<file path="src/hdl/e1ca_pkg.sv">
// Purpose: constants shared by the cas multiframe and alarm integration logic
// Assumes: 256-bit e1 frames, timeslot 16 bit 1 sent first
// Notes:   interval frame counts derive from frame and interval figures
package e1ca_pkg;

	// =========================================================
	// frame geometry
	localparam logic [7:0] TS16_FIRST_BIT   = 8'h80;
	localparam logic [7:0] TS16_LAST_BIT    = 8'h87;
	localparam int         RMA_BIT_INDEX    = 2;
	localparam logic [3:0] MAS_PATTERN      = 4'h0;
	localparam logic [3:0] MF_LAST_FRAME    = 4'hF;

	// =========================================================
	// multiframe search and loss
	localparam logic [3:0] MF_SEARCH_FRAMES = 4'hF;
	localparam logic [1:0] MF_ERR_LIMIT     = 2'h2;
	localparam logic [5:0] ZERO_RUN_ONE_MF  = 6'h10;
	localparam logic [5:0] ZERO_RUN_TWO_MF  = 6'h20;
	localparam logic [1:0] RMA_DEBOUNCE     = 2'h2;

	// =========================================================
	// integration interval
	localparam int         INTERVAL_MS      = 4;
	localparam int         FRAME_US         = 125;
	localparam int         INTERVAL_FRAMES  = INTERVAL_MS * 1000 / FRAME_US;
	localparam logic [4:0] INTERVAL_LAST    = 5'(INTERVAL_FRAMES - 1);
	localparam logic [4:0] AIS_PRESENT_MIN  = 5'h0D;
	localparam logic [4:0] AIS_EVENT_MAX    = 5'h10;
	localparam logic [4:0] AIS_ALARM_LIMIT  = 5'h19;
	localparam logic [4:0] T16_ALARM_LIMIT  = 5'h16;
	localparam logic [4:0] RED_ALARM_LIMIT  = 5'h19;

	// =========================================================
	// unframed all-ones window
	localparam logic [8:0] ONES_WINDOW_LAST = 9'h1FF;
	localparam logic [1:0] ONES_ZERO_MIN    = 2'h3;

	typedef enum logic {MF_SEARCH, MF_ALIGNED} e1ca_mf_state_t;

endpackage

</file>
<file path="src/hdl/e1ca_ifs.sv">
// Purpose: carriers between the top and its integrator and detector
// Assumes: one clock domain
// Notes:   ce travels with each carrier so submodules freeze too
`timescale 1ns/1ps

interface e1ca_integ_if;
	logic ce;
	logic tick;
	logic present;
	logic alarm;
	modport ctrl  (output ce, output tick, output present, input alarm);
	modport integ (input ce, input tick, input present, output alarm);
endinterface

interface e1ca_ones_if;
	logic ce;
	logic bit_valid;
	logic bit_data;
	logic frame_lost;
	logic event_pulse;
	logic detect;
	modport ctrl (output ce, output bit_valid, output bit_data, output frame_lost,
	              input event_pulse, input detect);
	modport det  (input ce, input bit_valid, input bit_data, input frame_lost,
	              output event_pulse, output detect);
endinterface

</file>
<file path="src/hdl/e1ca_integrator.sv">
// Purpose: up/down interval counter with alarm hysteresis
// Assumes: tick is one cycle per interval, present valid with it
// Notes:   counter saturates at the limit so clearing takes as long as raising
`timescale 1ns/1ps

module e1ca_integrator #(
	parameter logic [4:0] LIMIT = 5'h19
) (
	input wire logic   clock,
	input wire logic   rst_n,
	e1ca_integ_if.integ port_if
);

	logic [4:0] count_r;
	logic       alarm_r;

	always_ff @(posedge clock or negedge rst_n)
	begin
		if (!rst_n)
			count_r <= 5'h00;
		else if (port_if.ce && port_if.tick)
		begin
			if (port_if.present && count_r != LIMIT)
				count_r <= count_r + 5'h01;
			else if (!port_if.present && count_r != 5'h00)
				count_r <= count_r - 5'h01;
		end
	end

	always_ff @(posedge clock or negedge rst_n)
	begin
		if (!rst_n)
			alarm_r <= 1'b0;
		else if (port_if.ce)
		begin
			if (count_r == LIMIT)
				alarm_r <= 1'b1;
			else if (count_r == 5'h00)
				alarm_r <= 1'b0;
		end
	end

	assign port_if.alarm = alarm_r;

endmodule

</file>
<file path="src/hdl/e1ca_ones_detect.sv">
// Purpose: unframed all-ones detection over fixed 512-bit windows
// Assumes: bit_valid marks each received line bit
// Notes:   windows do not overlap, giving 16 verdicts per 4 ms
`timescale 1ns/1ps

module e1ca_ones_detect (
	input wire logic  clock,
	input wire logic  rst_n,
	e1ca_ones_if.det  port_if
);

	logic [8:0] bit_cnt_r;
	logic [1:0] zero_cnt_r;
	logic [1:0] zero_cnt_nxt;
	logic       event_r;
	logic       detect_r;

	always_comb
	begin
		zero_cnt_nxt = zero_cnt_r;
		if (!port_if.bit_data && zero_cnt_r != e1ca_pkg::ONES_ZERO_MIN)
			zero_cnt_nxt = zero_cnt_r + 2'h1;
	end

	always_ff @(posedge clock or negedge rst_n)
	begin
		if (!rst_n)
		begin
			bit_cnt_r  <= 9'h000;
			zero_cnt_r <= 2'h0;
			event_r    <= 1'b0;
		end
		else if (port_if.ce)
		begin
			event_r <= 1'b0;
			if (port_if.bit_valid)
			begin
				bit_cnt_r <= bit_cnt_r + 9'h001;
				if (bit_cnt_r == e1ca_pkg::ONES_WINDOW_LAST)
				begin
					event_r    <= (zero_cnt_nxt != e1ca_pkg::ONES_ZERO_MIN);
					zero_cnt_r <= 2'h0;
				end
				else
					zero_cnt_r <= zero_cnt_nxt;
			end
		end
	end

	// level drops on a window with 3 or more zeros or once framing is regained
	always_ff @(posedge clock or negedge rst_n)
	begin
		if (!rst_n)
			detect_r <= 1'b0;
		else if (port_if.ce)
		begin
			if (!port_if.frame_lost)
				detect_r <= 1'b0;
			else if (port_if.bit_valid && bit_cnt_r == e1ca_pkg::ONES_WINDOW_LAST)
				detect_r <= (zero_cnt_nxt != e1ca_pkg::ONES_ZERO_MIN);
		end
	end

	assign port_if.event_pulse = event_r;
	assign port_if.detect      = detect_r;

endmodule

</file>
<file path="src/hdl/e1ca_top.sv">
// Purpose: cas multiframe find/monitor and alarm integration for e1 receive
// Assumes: frame aligner logic on this clock supplies bit_valid, frame_start, frame_lost
// Notes:   all state freezes while clk_en is low
//
// Overview of operation
// - search after framing; 15 nonpattern frames then pattern
// - alternate search: nonzero bits then pattern
// - multiframe lost flag low while aligned
// - check every alignment nibble, flag errors
// - report debounced remote multiframe alarm bit
// - slot 16 all ones twice, unaligned
// - two consecutive pattern errors lose alignment
// - all-zero slot 16 for 1/2 multiframes
// - frame loss drops multiframe alignment at once
// - ais and red alarms raise and clear after about 100 ms, slot 16 ais after about 88 ms
// - fewer than 3 zeros per 512 bits
// - 13 of 16 events marks ais interval
// - ais counter declares 25, clears 0
// - slot 16 ais counter declares 22, clears 0
// - any frame loss marks interval out-of-frame
// - red counter declares 25, clears 0
// - remote alarm set after 2 consecutive ones
// - event and status change indications for interrupts
`timescale 1ns/1ps

module e1ca_top (
	input  wire logic       clock,
	input  wire logic       rst_n,
	input  wire logic       clk_en,
	input  wire logic       bit_valid,
	input  wire logic       rx_data,
	input  wire logic       frame_start,
	input  wire logic       frame_lost,
	input  wire logic       mf_algo_sel,
	input  wire logic       zero_mf_sel,
	output logic            cas_multiframe_lost,
	output logic [3:0]      cas_frame_number,
	output logic            multiframe_pattern_error_event,
	output logic            remote_multiframe_alarm,
	output logic            remote_multiframe_alarm_event,
	output logic            slot16_all_ones_detect,
	output logic            all_ones_detect,
	output logic            all_ones_event,
	output logic            in_frame_interval,
	output logic            ais_alarm,
	output logic            slot16_ais_alarm,
	output logic            red_alarm,
	output logic            status_change_event
);

	// =========================================================
	// frame position and timeslot 16 capture
	logic [7:0] bit_pos_r;
	logic [7:0] pos_now;
	logic [6:0] shift_r;
	logic [7:0] slot_byte_r;
	logic       byte_done_r;
	logic       frame_tick;

	assign pos_now    = frame_start ? 8'h00 : bit_pos_r + 8'h01;
	assign frame_tick = clk_en && bit_valid && frame_start;

	always_ff @(posedge clock or negedge rst_n)
	begin
		if (!rst_n)
		begin
			bit_pos_r <= 8'hFF;
			shift_r   <= 7'h00;
		end
		else if (clk_en && bit_valid)
		begin
			bit_pos_r <= pos_now;
			if (pos_now >= e1ca_pkg::TS16_FIRST_BIT && pos_now < e1ca_pkg::TS16_LAST_BIT)
				shift_r <= {shift_r[5:0], rx_data};
		end
	end

	always_ff @(posedge clock or negedge rst_n)
	begin
		if (!rst_n)
		begin
			slot_byte_r <= 8'h00;
			byte_done_r <= 1'b0;
		end
		else if (clk_en)
		begin
			byte_done_r <= 1'b0;
			if (bit_valid && pos_now == e1ca_pkg::TS16_LAST_BIT)
			begin
				slot_byte_r <= {shift_r, rx_data};
				byte_done_r <= 1'b1;
			end
		end
	end

	// =========================================================
	// byte classification
	logic byte_ok;
	logic mas_ok;
	logic all_zero;
	logic all_one;

	// a frame-loss cycle overrides any byte that completes with it
	assign byte_ok  = clk_en && byte_done_r && !frame_lost;
	assign mas_ok   = (slot_byte_r[7:4] == e1ca_pkg::MAS_PATTERN);
	assign all_zero = (slot_byte_r == 8'h00);
	assign all_one  = (slot_byte_r == 8'hFF);

	// =========================================================
	// multiframe state machine
	e1ca_pkg::e1ca_mf_state_t st_r;
	e1ca_pkg::e1ca_mf_state_t st_nxt;
	logic [3:0] nz_run_r;
	logic       prev_nz_r;
	logic [3:0] mf_frame_r;
	logic [1:0] err_run_r;
	logic [5:0] zero_run_r;
	logic [5:0] zero_limit;
	logic       expect_mas;
	logic       found;
	logic       pattern_err;
	logic       err_loss;
	logic       zero_loss;

	assign expect_mas  = (mf_frame_r == e1ca_pkg::MF_LAST_FRAME);
	assign zero_limit  = zero_mf_sel ? e1ca_pkg::ZERO_RUN_TWO_MF : e1ca_pkg::ZERO_RUN_ONE_MF;
	assign found       = mas_ok && (mf_algo_sel ? prev_nz_r : (nz_run_r == e1ca_pkg::MF_SEARCH_FRAMES));
	assign pattern_err = (st_r == e1ca_pkg::MF_ALIGNED) && byte_ok && expect_mas && !mas_ok;
	assign err_loss    = pattern_err && (err_run_r == e1ca_pkg::MF_ERR_LIMIT - 2'h1);
	assign zero_loss   = byte_ok && all_zero && (zero_run_r == zero_limit - 6'h01);

	always_comb
	begin
		st_nxt = st_r;
		unique case (st_r)
			e1ca_pkg::MF_SEARCH:
			begin
				if (byte_ok && found)
					st_nxt = e1ca_pkg::MF_ALIGNED;
			end
			e1ca_pkg::MF_ALIGNED:
			begin
				if (err_loss || zero_loss)
					st_nxt = e1ca_pkg::MF_SEARCH;
			end
		endcase
		if (frame_lost)
			st_nxt = e1ca_pkg::MF_SEARCH;
	end

	always_ff @(posedge clock or negedge rst_n)
	begin
		if (!rst_n)
			st_r <= e1ca_pkg::MF_SEARCH;
		else if (clk_en)
			st_r <= st_nxt;
	end

	always_ff @(posedge clock or negedge rst_n)
	begin
		if (!rst_n)
			cas_multiframe_lost <= 1'b1;
		else if (clk_en)
			cas_multiframe_lost <= (st_nxt == e1ca_pkg::MF_SEARCH);
	end

	// search history; cleared while frame alignment is absent
	always_ff @(posedge clock or negedge rst_n)
	begin
		if (!rst_n)
		begin
			nz_run_r  <= 4'h0;
			prev_nz_r <= 1'b0;
		end
		else if (clk_en)
		begin
			if (frame_lost || st_r == e1ca_pkg::MF_ALIGNED)
			begin
				nz_run_r  <= 4'h0;
				prev_nz_r <= 1'b0;
			end
			else if (byte_ok)
			begin
				prev_nz_r <= !mas_ok;
				if (mas_ok)
					nz_run_r <= 4'h0;
				else if (nz_run_r != e1ca_pkg::MF_SEARCH_FRAMES)
					nz_run_r <= nz_run_r + 4'h1;
			end
		end
	end

	// frame index inside the multiframe; the aligning byte is frame 0
	always_ff @(posedge clock or negedge rst_n)
	begin
		if (!rst_n)
			mf_frame_r <= 4'h0;
		else if (clk_en && byte_ok)
		begin
			if (st_r == e1ca_pkg::MF_SEARCH)
				mf_frame_r <= 4'h0;
			else
				mf_frame_r <= mf_frame_r + 4'h1;
		end
	end

	always_ff @(posedge clock or negedge rst_n)
	begin
		if (!rst_n)
			cas_frame_number <= 4'h0;
		else if (clk_en)
			cas_frame_number <= mf_frame_r;
	end

	always_ff @(posedge clock or negedge rst_n)
	begin
		if (!rst_n)
			err_run_r <= 2'h0;
		else if (clk_en)
		begin
			if (st_r == e1ca_pkg::MF_SEARCH || err_loss)
				err_run_r <= 2'h0;
			else if (pattern_err)
				err_run_r <= err_run_r + 2'h1;
			else if (byte_ok && expect_mas)
				err_run_r <= 2'h0;
		end
	end

	// runs in search too, so a zero run that straddles alignment still counts
	always_ff @(posedge clock or negedge rst_n)
	begin
		if (!rst_n)
			zero_run_r <= 6'h00;
		else if (clk_en)
		begin
			if (frame_lost || zero_loss)
				zero_run_r <= 6'h00;
			else if (byte_ok)
				zero_run_r <= all_zero ? zero_run_r + 6'h01 : 6'h00;
		end
	end

	always_ff @(posedge clock or negedge rst_n)
	begin
		if (!rst_n)
			multiframe_pattern_error_event <= 1'b0;
		else if (clk_en)
			multiframe_pattern_error_event <= pattern_err;
	end

	// =========================================================
	// remote multiframe alarm debounce
	logic [1:0] rma_run_r;
	logic       rma_sample;
	logic       rma_set;

	assign rma_sample = (st_r == e1ca_pkg::MF_ALIGNED) && byte_ok && expect_mas && mas_ok;
	assign rma_set    = rma_sample && slot_byte_r[e1ca_pkg::RMA_BIT_INDEX]
	                    && (rma_run_r == e1ca_pkg::RMA_DEBOUNCE - 2'h1);

	always_ff @(posedge clock or negedge rst_n)
	begin
		if (!rst_n)
		begin
			rma_run_r               <= 2'h0;
			remote_multiframe_alarm <= 1'b0;
		end
		else if (clk_en)
		begin
			if (st_nxt == e1ca_pkg::MF_SEARCH)
			begin
				rma_run_r               <= 2'h0;
				remote_multiframe_alarm <= 1'b0;
			end
			else if (rma_sample)
			begin
				if (!slot_byte_r[e1ca_pkg::RMA_BIT_INDEX])
				begin
					rma_run_r               <= 2'h0;
					remote_multiframe_alarm <= 1'b0;
				end
				else if (rma_run_r != e1ca_pkg::RMA_DEBOUNCE)
					rma_run_r <= rma_run_r + 2'h1;
				if (rma_set)
					remote_multiframe_alarm <= 1'b1;
			end
		end
	end

	always_ff @(posedge clock or negedge rst_n)
	begin
		if (!rst_n)
			remote_multiframe_alarm_event <= 1'b0;
		else if (clk_en)
			remote_multiframe_alarm_event <= rma_set && !remote_multiframe_alarm;
	end

	// =========================================================
	// timeslot 16 ais detection
	logic ones_prev_r;

	always_ff @(posedge clock or negedge rst_n)
	begin
		if (!rst_n)
		begin
			ones_prev_r            <= 1'b0;
			slot16_all_ones_detect <= 1'b0;
		end
		else if (clk_en)
		begin
			if (st_nxt == e1ca_pkg::MF_ALIGNED || frame_lost)
			begin
				ones_prev_r            <= 1'b0;
				slot16_all_ones_detect <= 1'b0;
			end
			else if (byte_ok)
			begin
				ones_prev_r            <= all_one;
				slot16_all_ones_detect <= all_one && ones_prev_r;
			end
		end
	end

	// =========================================================
	// unframed all-ones detector
	e1ca_ones_if ones_if ();

	assign ones_if.ce         = clk_en;
	assign ones_if.bit_valid  = bit_valid;
	assign ones_if.bit_data   = rx_data;
	assign ones_if.frame_lost = frame_lost;

	e1ca_ones_detect u_ones (
		.clock   (clock),
		.rst_n   (rst_n),
		.port_if (ones_if.det)
	);

	always_ff @(posedge clock or negedge rst_n)
	begin
		if (!rst_n)
		begin
			all_ones_detect <= 1'b0;
			all_ones_event  <= 1'b0;
		end
		else if (clk_en)
		begin
			all_ones_detect <= ones_if.detect;
			all_ones_event  <= ones_if.event_pulse;
		end
	end

	// =========================================================
	// 4 ms interval accumulation
	logic [4:0] frm_cnt_r;
	logic [4:0] ais_evt_r;
	logic       oof_seen_r;
	logic       t16_seen_r;
	logic       interval_end;
	logic       tick_r;
	logic       ais_present_r;
	logic       t16_present_r;
	logic       oof_present_r;

	assign interval_end = frame_tick && (frm_cnt_r == e1ca_pkg::INTERVAL_LAST);

	always_ff @(posedge clock or negedge rst_n)
	begin
		if (!rst_n)
			frm_cnt_r <= 5'h00;
		else if (frame_tick)
			frm_cnt_r <= frm_cnt_r + 5'h01;
	end

	// an event in the closing cycle opens the next interval, not lost
	always_ff @(posedge clock or negedge rst_n)
	begin
		if (!rst_n)
		begin
			ais_evt_r  <= 5'h00;
			oof_seen_r <= 1'b0;
			t16_seen_r <= 1'b0;
		end
		else if (clk_en)
		begin
			if (interval_end)
			begin
				ais_evt_r  <= {4'h0, ones_if.event_pulse};
				oof_seen_r <= frame_lost;
				t16_seen_r <= slot16_all_ones_detect;
			end
			else
			begin
				if (ones_if.event_pulse && ais_evt_r != e1ca_pkg::AIS_EVENT_MAX)
					ais_evt_r <= ais_evt_r + 5'h01;
				oof_seen_r <= oof_seen_r || frame_lost;
				t16_seen_r <= t16_seen_r || slot16_all_ones_detect;
			end
		end
	end

	always_ff @(posedge clock or negedge rst_n)
	begin
		if (!rst_n)
		begin
			tick_r            <= 1'b0;
			ais_present_r     <= 1'b0;
			t16_present_r     <= 1'b0;
			oof_present_r     <= 1'b0;
			in_frame_interval <= 1'b0;
		end
		else if (clk_en)
		begin
			tick_r            <= interval_end;
			in_frame_interval <= interval_end && !(oof_seen_r || frame_lost);
			if (interval_end)
			begin
				ais_present_r <= (ais_evt_r >= e1ca_pkg::AIS_PRESENT_MIN);
				t16_present_r <= t16_seen_r || slot16_all_ones_detect;
				oof_present_r <= oof_seen_r || frame_lost;
			end
		end
	end

	// =========================================================
	// alarm integrators
	e1ca_integ_if ais_if ();
	e1ca_integ_if t16_if ();
	e1ca_integ_if red_if ();

	assign ais_if.ce      = clk_en;
	assign ais_if.tick    = tick_r;
	assign ais_if.present = ais_present_r;
	assign t16_if.ce      = clk_en;
	assign t16_if.tick    = tick_r;
	assign t16_if.present = t16_present_r;
	assign red_if.ce      = clk_en;
	assign red_if.tick    = tick_r;
	assign red_if.present = oof_present_r;

	e1ca_integrator #(.LIMIT(e1ca_pkg::AIS_ALARM_LIMIT)) u_ais_integ (
		.clock   (clock),
		.rst_n   (rst_n),
		.port_if (ais_if.integ)
	);

	e1ca_integrator #(.LIMIT(e1ca_pkg::T16_ALARM_LIMIT)) u_t16_integ (
		.clock   (clock),
		.rst_n   (rst_n),
		.port_if (t16_if.integ)
	);

	e1ca_integrator #(.LIMIT(e1ca_pkg::RED_ALARM_LIMIT)) u_red_integ (
		.clock   (clock),
		.rst_n   (rst_n),
		.port_if (red_if.integ)
	);

	always_ff @(posedge clock or negedge rst_n)
	begin
		if (!rst_n)
		begin
			ais_alarm        <= 1'b0;
			slot16_ais_alarm <= 1'b0;
			red_alarm        <= 1'b0;
		end
		else if (clk_en)
		begin
			ais_alarm        <= ais_if.alarm;
			slot16_ais_alarm <= t16_if.alarm;
			red_alarm        <= red_if.alarm;
		end
	end

	// =========================================================
	// status change indication
	logic [3:0] status_prev_r;
	logic [3:0] status_now;

	assign status_now = {cas_multiframe_lost, ais_alarm, slot16_ais_alarm, red_alarm};

	always_ff @(posedge clock or negedge rst_n)
	begin
		if (!rst_n)
		begin
			status_prev_r       <= 4'h8;
			status_change_event <= 1'b0;
		end
		else if (clk_en)
		begin
			status_prev_r       <= status_now;
			status_change_event <= (status_now != status_prev_r);
		end
	end

endmodule

</file>
<file path="config.mk">
export PLATFORM = sky130hd
export DESIGN_NAME = e1ca_top
export DESIGN_NICKNAME = d
export VERILOG_FILES = /design/src/hdl/e1ca_pkg.sv /design/src/hdl/e1ca_ifs.sv /design/src/hdl/e1ca_integrator.sv /design/src/hdl/e1ca_ones_detect.sv /design/src/hdl/e1ca_top.sv
export SDC_FILE = /design/constraint.sdc
export NUM_CORES = 1
export LEC_CHECK = 0
export ABC_AREA = 1
export BUFFER_PORTS_ARGS = -buffer_cell sky130_fd_sc_hd__buf_2
export CAP_MARGIN = 10
export CORE_ASPECT_RATIO = 0.9
export CORE_MARGIN = 10
export CORE_UTILIZATION = 42
export DETAILED_ROUTE_END_ITERATION = 8
export PLACE_DENSITY = 0.6
export SLEW_MARGIN = 25
export SYNTH_ARGS = -nofsm -noshare
export SYNTH_HDL_FRONTEND = slang
export SYNTH_SLANG_ARGS = --single-unit
</file>
<file path="constraint.sdc">
create_clock -name clock -period 3.3 [get_ports clock]
set_input_delay 0.495 -clock clock [delete_from_list [all_inputs] [get_ports clock]]
set_output_delay 0.495 -clock clock [all_outputs]
set_load 0.005 [all_outputs]
</file>
==> results of run 1 <==
-- layer usage --
| layer | vias up | global-route usage | part of all wire |
|---|---|---|---|
| li1 | 2164 | - | - |
| met1 | 2032 | 0.158 | 0.48 |
| met2 | 51 | 0.211 | 0.46 |
| met3 | 13 | 0.0365 | 0.035 |
| met4 | 0 | 0.0504 | 0.017 |
| met5 | - | 0 | 0 |
-- area by class of cell --
cell class,instances,area share
sequential,112,0.456
multi-input combinational,447,0.395
inverter,72,0.0438
clock buffer,12,0.0399
tap,164,0.0332
timing repair buffer,30,0.0272
clock inverter,4,0.00486
-- power by group --
part	internal (W)	total, W	switching [W]
Combinational	0.000176	0.000437	0.000260
Clock	0.000537	0.00102	0.000483
Sequential	0.00152	0.00163	0.000113
-- state kept, by name, summed over array words and instances (netlist names), 2 cells and up --
signal,count
ais_evt_r,5
slot_byte_r,8
err_run_r,2
rma_run_r,2
u_t16_integ.count_r,5
zero_run_r,6
frm_cnt_r,5
u_red_integ.count_r,5
shift_r,7
nz_run_r,4
bit_pos_r,8
cas_frame_number,4
status_prev_r,4
u_ones.zero_cnt_r,2
mf_frame_r,4
u_ones.bit_cnt_r,9
u_ais_integ.count_r,5
-- stage by stage --
| step | power (W) | util | cells |
|---|---|---|---|
| 5_1_grt | 0.00327 | 0.481 | 841 |
| 2_1_floorplan | 0.00194 | - | 640 |
| 3_5_place_dp | 0.00210 | 0.460 | 825 |
| 6_report | 0.00309 | 0.481 | 841 |
| 4_1_cts | 0.00314 | 0.481 | 841 |
| 3_3_place_gp | 0.00207 | 0.460 | 825 |
-- placed cells by master (no fill, tap or decap), types with 7 or more instances in the layout --
master	instances
dfstp_2	10
xnor2_1	13
clkbuf_16	9
buf_4	7
o21ai_0	55
dfrtp_1	102
buf_2	23
nand2_1	159
nand3_1	48
a21oi_1	24
xor2_1	17
nand4_1	13
nor3_1	13
inv_1	68
ha_1	24
nor2_1	40
-- worst paths after layout --
kind,start,endpoint,cells past startpoint
max in group asynchronous,rst_n,bit_pos_r[2],2
worst max register to register,u_t16_integ.count_r[1],u_t16_integ.count_r[4],10
worst min register to register,zero_run_r[4],zero_run_r[4],1
worst min-delay path,rst_n,u_red_integ.count_r[1],1
min in group clock,frame_start,bit_pos_r[2],4
worst max-delay path,u_t16_integ.count_r[1],u_t16_integ.count_r[4],10
-- critical path: cells and delay by family (launching register included) --
kind	cells	cell delay, ns
xor gates and xnor gates	2	0.29
AOI/OAI and AO/OA	1	0.23
buffers and inverters	2	0.19
DFF	1	0.39
adders and majority gates	1	0.46
and+or+nand+nor	4	0.54
-- cells by family after synthesis --
family | after synthesis
simple gates | 289
flops | 112
compound gates | 100
buf+inv | 81
xor+xnor | 30
fa+ha+maj | 27
mux | 1
==> metrics.txt, run 1 <==
status=finished, final reports clean; largest area contributor in the netlist=dfrtp_1; Die Span X=between 100 and 150 um; GPL Wtd Cong=about 0.8; CTS Sinks=around 110; maximum root-to-sink buffer count=2; 1st-iter DRT viols=about 220; CP startpoint kind=flop; post-synth top area share=0.458; Peak VDD IR=around 0.27 mV; worst path cell trace=inv_1, nor3_1, nand3_1, nand2_1, inv_1, fa_1, o21ai_0, xnor2_1, nor2_1, xor2_1; Seq. cell area=between 2000 and 3000 um2; Worst path slowest cell=fa_1; Place WS=1.02 ns; DIE HEIGHT=about 130 um; htree depth=3; minimum clock period=approximately 2.2 ns; most used cell, CP=inv_1; Cell Area, Synth=5570 um2; final antenna diode count=0; filler instances=1,204; register area share after synthesis=0.506; WL final=around 11,000 um; Post-DP HPWL=~8000 um; global-route wire length before repair=approximately 20,000 um; top-count cell post-synth=nand2_1; RSZ-0062 raised after global routing=no; CP arrival=2.45 ns; final net count=708; Placed Instance Area=between 5000 and 6000 um2; synthesis-to-layout area growth=10.9%; clock slew at reported path FFs=0.07 ns; power per standard cell area=approximately 500 nW/um2; Worst-Skew Late Latency=~0.35 ns; final hold vios=0; Ys Warns=0; critical path endpoint category=flop; syn_area_per_cell=slightly below 9 um2; drt via density=5.07; #FFs+latches synth=~110; Slew headroom=0.559; Fin Setup TNS=0 ns; Total Routing Usage GR=0.129; Synth Area in XOR/XNOR=0.0472; R2R Setup Slk=~1.1 ns; gr ovfl total=0; max frequency=~450 MHz; hold_ws=0.163 ns; vias in the first global route=approximately 4,300; DRC violations left=0; Final WS setup=1.08 ns; via count=4,260; Worst Path Max Fanout=6; final setup fails=0; area of the multi-input gates=approximately 2400 um2; Slew @ Worst Pin=between 0.6 and 0.7 ns; initial core utilization=0.434; core area=about 13,000 um2; initial antenna violation count=0; hold buffers post-CTS=0; max_cap viols=0; Synth area leaders=dfrtp_1 46%, nand2_1 11%, ha_1 5.4%; static leakage=~3 nW; die area=between 15,000 and 20,000 um2; CTS tree=built; largest net degree at the start of global routing=between 50 and 60; WP data required=~3.5 ns; post-CTS setup buffer count=0; CTS Buf Count=9; synthesized-area fraction occupied by adder cells=0.0647; post-synthesis mux area share=0.00180; min-delay worst type=in -> async; Ports=25; share of layout cells above drive strength 1=0.103; wire length per cell=approximately 13 um; ys async rst share=1.00; number of routed nets with antenna violations=0; largest family of logic cells by synthesized area=simple AND/OR/NAND/NOR gates; period utilisation layout=0.672; First-pass DRT Iterations=4; Post-synth top flop=dfrtp_1; crit path kind=reg -> reg; simple logic cell fraction of the synthesized area=0.226; distinct cell type count after synthesis=between 40 and 50; most frequent cells after synthesis=159 x nand2_1, 102 x dfrtp_1, 68 x inv_1, 55 x o21ai_0, 48 x nand3_1; Cells after Synth=640; Fin Clk Skew=approximately 0.008 ns; FP Rows=39; Finished Cell Area=between 6000 and 7000 um2; Root Driver=clkbuf_16; buffers added on ports=24; crit-path max cell delay=between 0.4 and 0.5 ns; post-CTS sizing=0; syn_nets=676; Post-synth EDFFs=0; Slew Limit Fails=0; Compound-Gate Fraction of Synth Area=0.0989
Power figures use the tool's default switching activity.
==> run 2: changes to the inputs <==
Clock period 3.3 ns to 2.1 ns, I/O delays scaled along.
==> run 2 against run 1 <==
Final cell count is 1.9% higher. Clock skew decreased by 0.0015 ns. Setup slack got worse by 0.98 ns. Global-route usage is 0.47 points lower. Critical endpoint is now slot_byte_r[3]. Worst hold slack improved by 0.056 ns. Sequential share of layout area down 1.8 points. Sequential power increased by 57%.
==> metrics.txt, run 2 (synthesis gave the netlist of run 1 again) <==
status=finished, final reports clean; Ports=25; WL final=roughly 11,000 um; Total Routing Usage GR=0.124; wire length per cell=between 10 and 15 um; Peak VDD IR=slightly below 0.5 mV; buffers added on ports=24; CTS Buf Count=9; CP startpoint kind=flop; largest registers=u_ones.bit_cnt_r x9, bit_pos_r x8, slot_byte_r x8; Crit. Startpoint=bit_pos_r[0]; register bank with the most flops=u_ones.bit_cnt_r; Place WS=approximately 0.017 ns; die area=18,300 um2; CP arrival=around 2.2 ns; Fin Clk Skew=approximately 0.0064 ns; minimum clock period=around 2.0 ns; Core Util, Final=0.500; gr ovfl total=0; filler instances=~1,200; vias in the first global route=4,121; Final Non-Filler Cells=between 800 and 900; max frequency=roughly 500 MHz; clock slew at reported path FFs=0.07 ns; min-delay worst type=in -> reg; drt via density=5.03; final hold vios=0; power per standard cell area=slightly below 800 nW/um2; Placed Cells incl. Taps=832; Final WS setup=~0.11 ns; WP data required=2.35 ns; CTS tree=built; final net count=around 720; Slew @ Worst Pin=0.479 ns; synthesis-to-layout area growth=15.3%; core area=roughly 13,000 um2; final antenna diode count=0; commonest non-fill, non-tap cells in the layout=157 x nand2_1, 102 x dfrtp_1, 67 x inv_1; DIE HEIGHT=129 um; Post-DP HPWL=7960 um; share of layout cells above drive strength 1=0.143; Largest register FFs=9; crit path kind=reg -> reg; RSZ-0062 raised after global routing=yes; 1st-iter DRT viols=approximately 250; First-pass DRT Iterations=4; Root Driver=clkbuf_16; global-route wire length before repair=roughly 19,000 um; largest net degree at the start of global routing=42; maximum root-to-sink buffer count=2; Slew Limit Fails=0; initial antenna violation count=0; hold_ws=0.219 ns; via count=4,309; DRC violations left=0; most common cell after layout, fill and taps aside=nand2_1; max_cap viols=0; Slew headroom=0.681; initial core utilization=0.434; FP Rows=39; number of routed nets with antenna violations=0; Worst Path Max Fanout=6; Critical R2R Launch=bit_pos_r[0]; CTS Sinks=between 100 and 150; GPL Wtd Cong=a little under 0.9; critical path endpoint category=flop; htree depth=3; final setup fails=0; HP Start=frame_start; Die Span X=141 um; Worst-Skew Late Latency=0.35 ns; period utilisation layout=0.948; static leakage=~3.1 nW
==> run 2: cell count changes in the layout (fill, tap and decap cells not counted), moves of 2 or more <==
| cell | change |
|---|---|
| buf_4 | +9 |
| buf_12 | +2 |
| buf_6 | +2 |
| clkbuf_1 | -2 |
| clkinv_2 | +2 |
| ha_1 | -2 |
| ha_4 | +2 |
| nand2_1 | -2 |
| nand2_4 | +2 |
| nand3_1 | -2 |
| nor2_2 | +2 |
| o21ai_0 | -2 |
==> run 2: report_power, final <==
part / switching [W] / total (W) / internal [W]
registers: 0.000179 / 0.00256 / 0.00239
logic: 0.000411 / 0.000717 / 0.000306
clock network: 0.000780 / 0.00171 / 0.000927
total: 0.00137 / 0.00499 / 0.00362
==> run 2: path summary, 6_finish.rpt <==
check	end	slack (ns)	cells past startpoint
min in group asynchronous	u_ais_integ.count_r[2]	0.46	2
max in group asynchronous	status_prev_r[3]	1.01	3
setup reg to reg	slot_byte_r[3]	0.11	10
hold reg to reg	zero_run_r[4]	0.46	1
hold / removal	bit_pos_r[2]	0.22	4
setup / recovery	slot_byte_r[3]	0.11	10
==> run 2: routing by layer <==
| layer | track usage | routed length, um | up-vias |
|---|---|---|---|
| met5 | 0 | 0 | - |
| met4 | 0.0449 | 202 | 0 |
| met3 | 0.0405 | 521 | 15 |
| met2 | 0.196 | 5090 | 58 |
| met1 | 0.156 | 5210 | 2038 |
| li1 | - | - | 2198 |
==> run 2: cell type report <==
| class | count | area, um2 | share of cell area |
|---|---|---|---|
| Sequential cell | 112 | 2820 | 0.438 |
| Multi-Input combinational cell | 449 | 2530 | 0.394 |
| Timing Repair Buffer | 44 | 308 | 0.0479 |
| Inverter | 72 | 270 | 0.0421 |
| Clock buffer | 9 | 225 | 0.0351 |
| Tap cell | 164 | 205 | 0.0320 |
| Clock inverter | 7 | 70.1 | 0.0109 |
==> run 2: per-stage QoR <==
stage / cell area, um2 / TNS (ns) / power, W
4_1_cts: 6280 / 0 / 0.00505
6_report: 6420 / 0 / 0.00499
3_3_place_gp: 5980 / 0 / 0.00326
5_1_grt: 6420 / -0.743 / 0.00530
2_1_floorplan: 5570 / 0 / 0.00305
3_5_place_dp: 5980 / 0 / 0.00330
==> run 2: worst max-delay path: stages, from the launching register on <==
cell     delay (ns)
dfstp_2        0.55
buf_4          0.13
nand3_1        0.09
nor2_1         0.10
nand3_1        0.11
o21ai_1        0.13
nand4_1        0.20
nor2_4         0.32
nand2_2        0.12
nand2_1        0.08
nand2_1        0.04
==> run 2: timing repair <==
| action | 4_1_cts | 5_1_grt |
|---|---|---|
| hold buffers | 1 | 0 |
| gates resized for setup | 1 | 19 |
| pin swaps | 0 | 11 |
| setup endpoints to repair | 1 | 19 |
| hold endpoints to repair | 25 | 0 |
| cloned | 0 | 2 |
| buffers inserted | 0 | 6 |
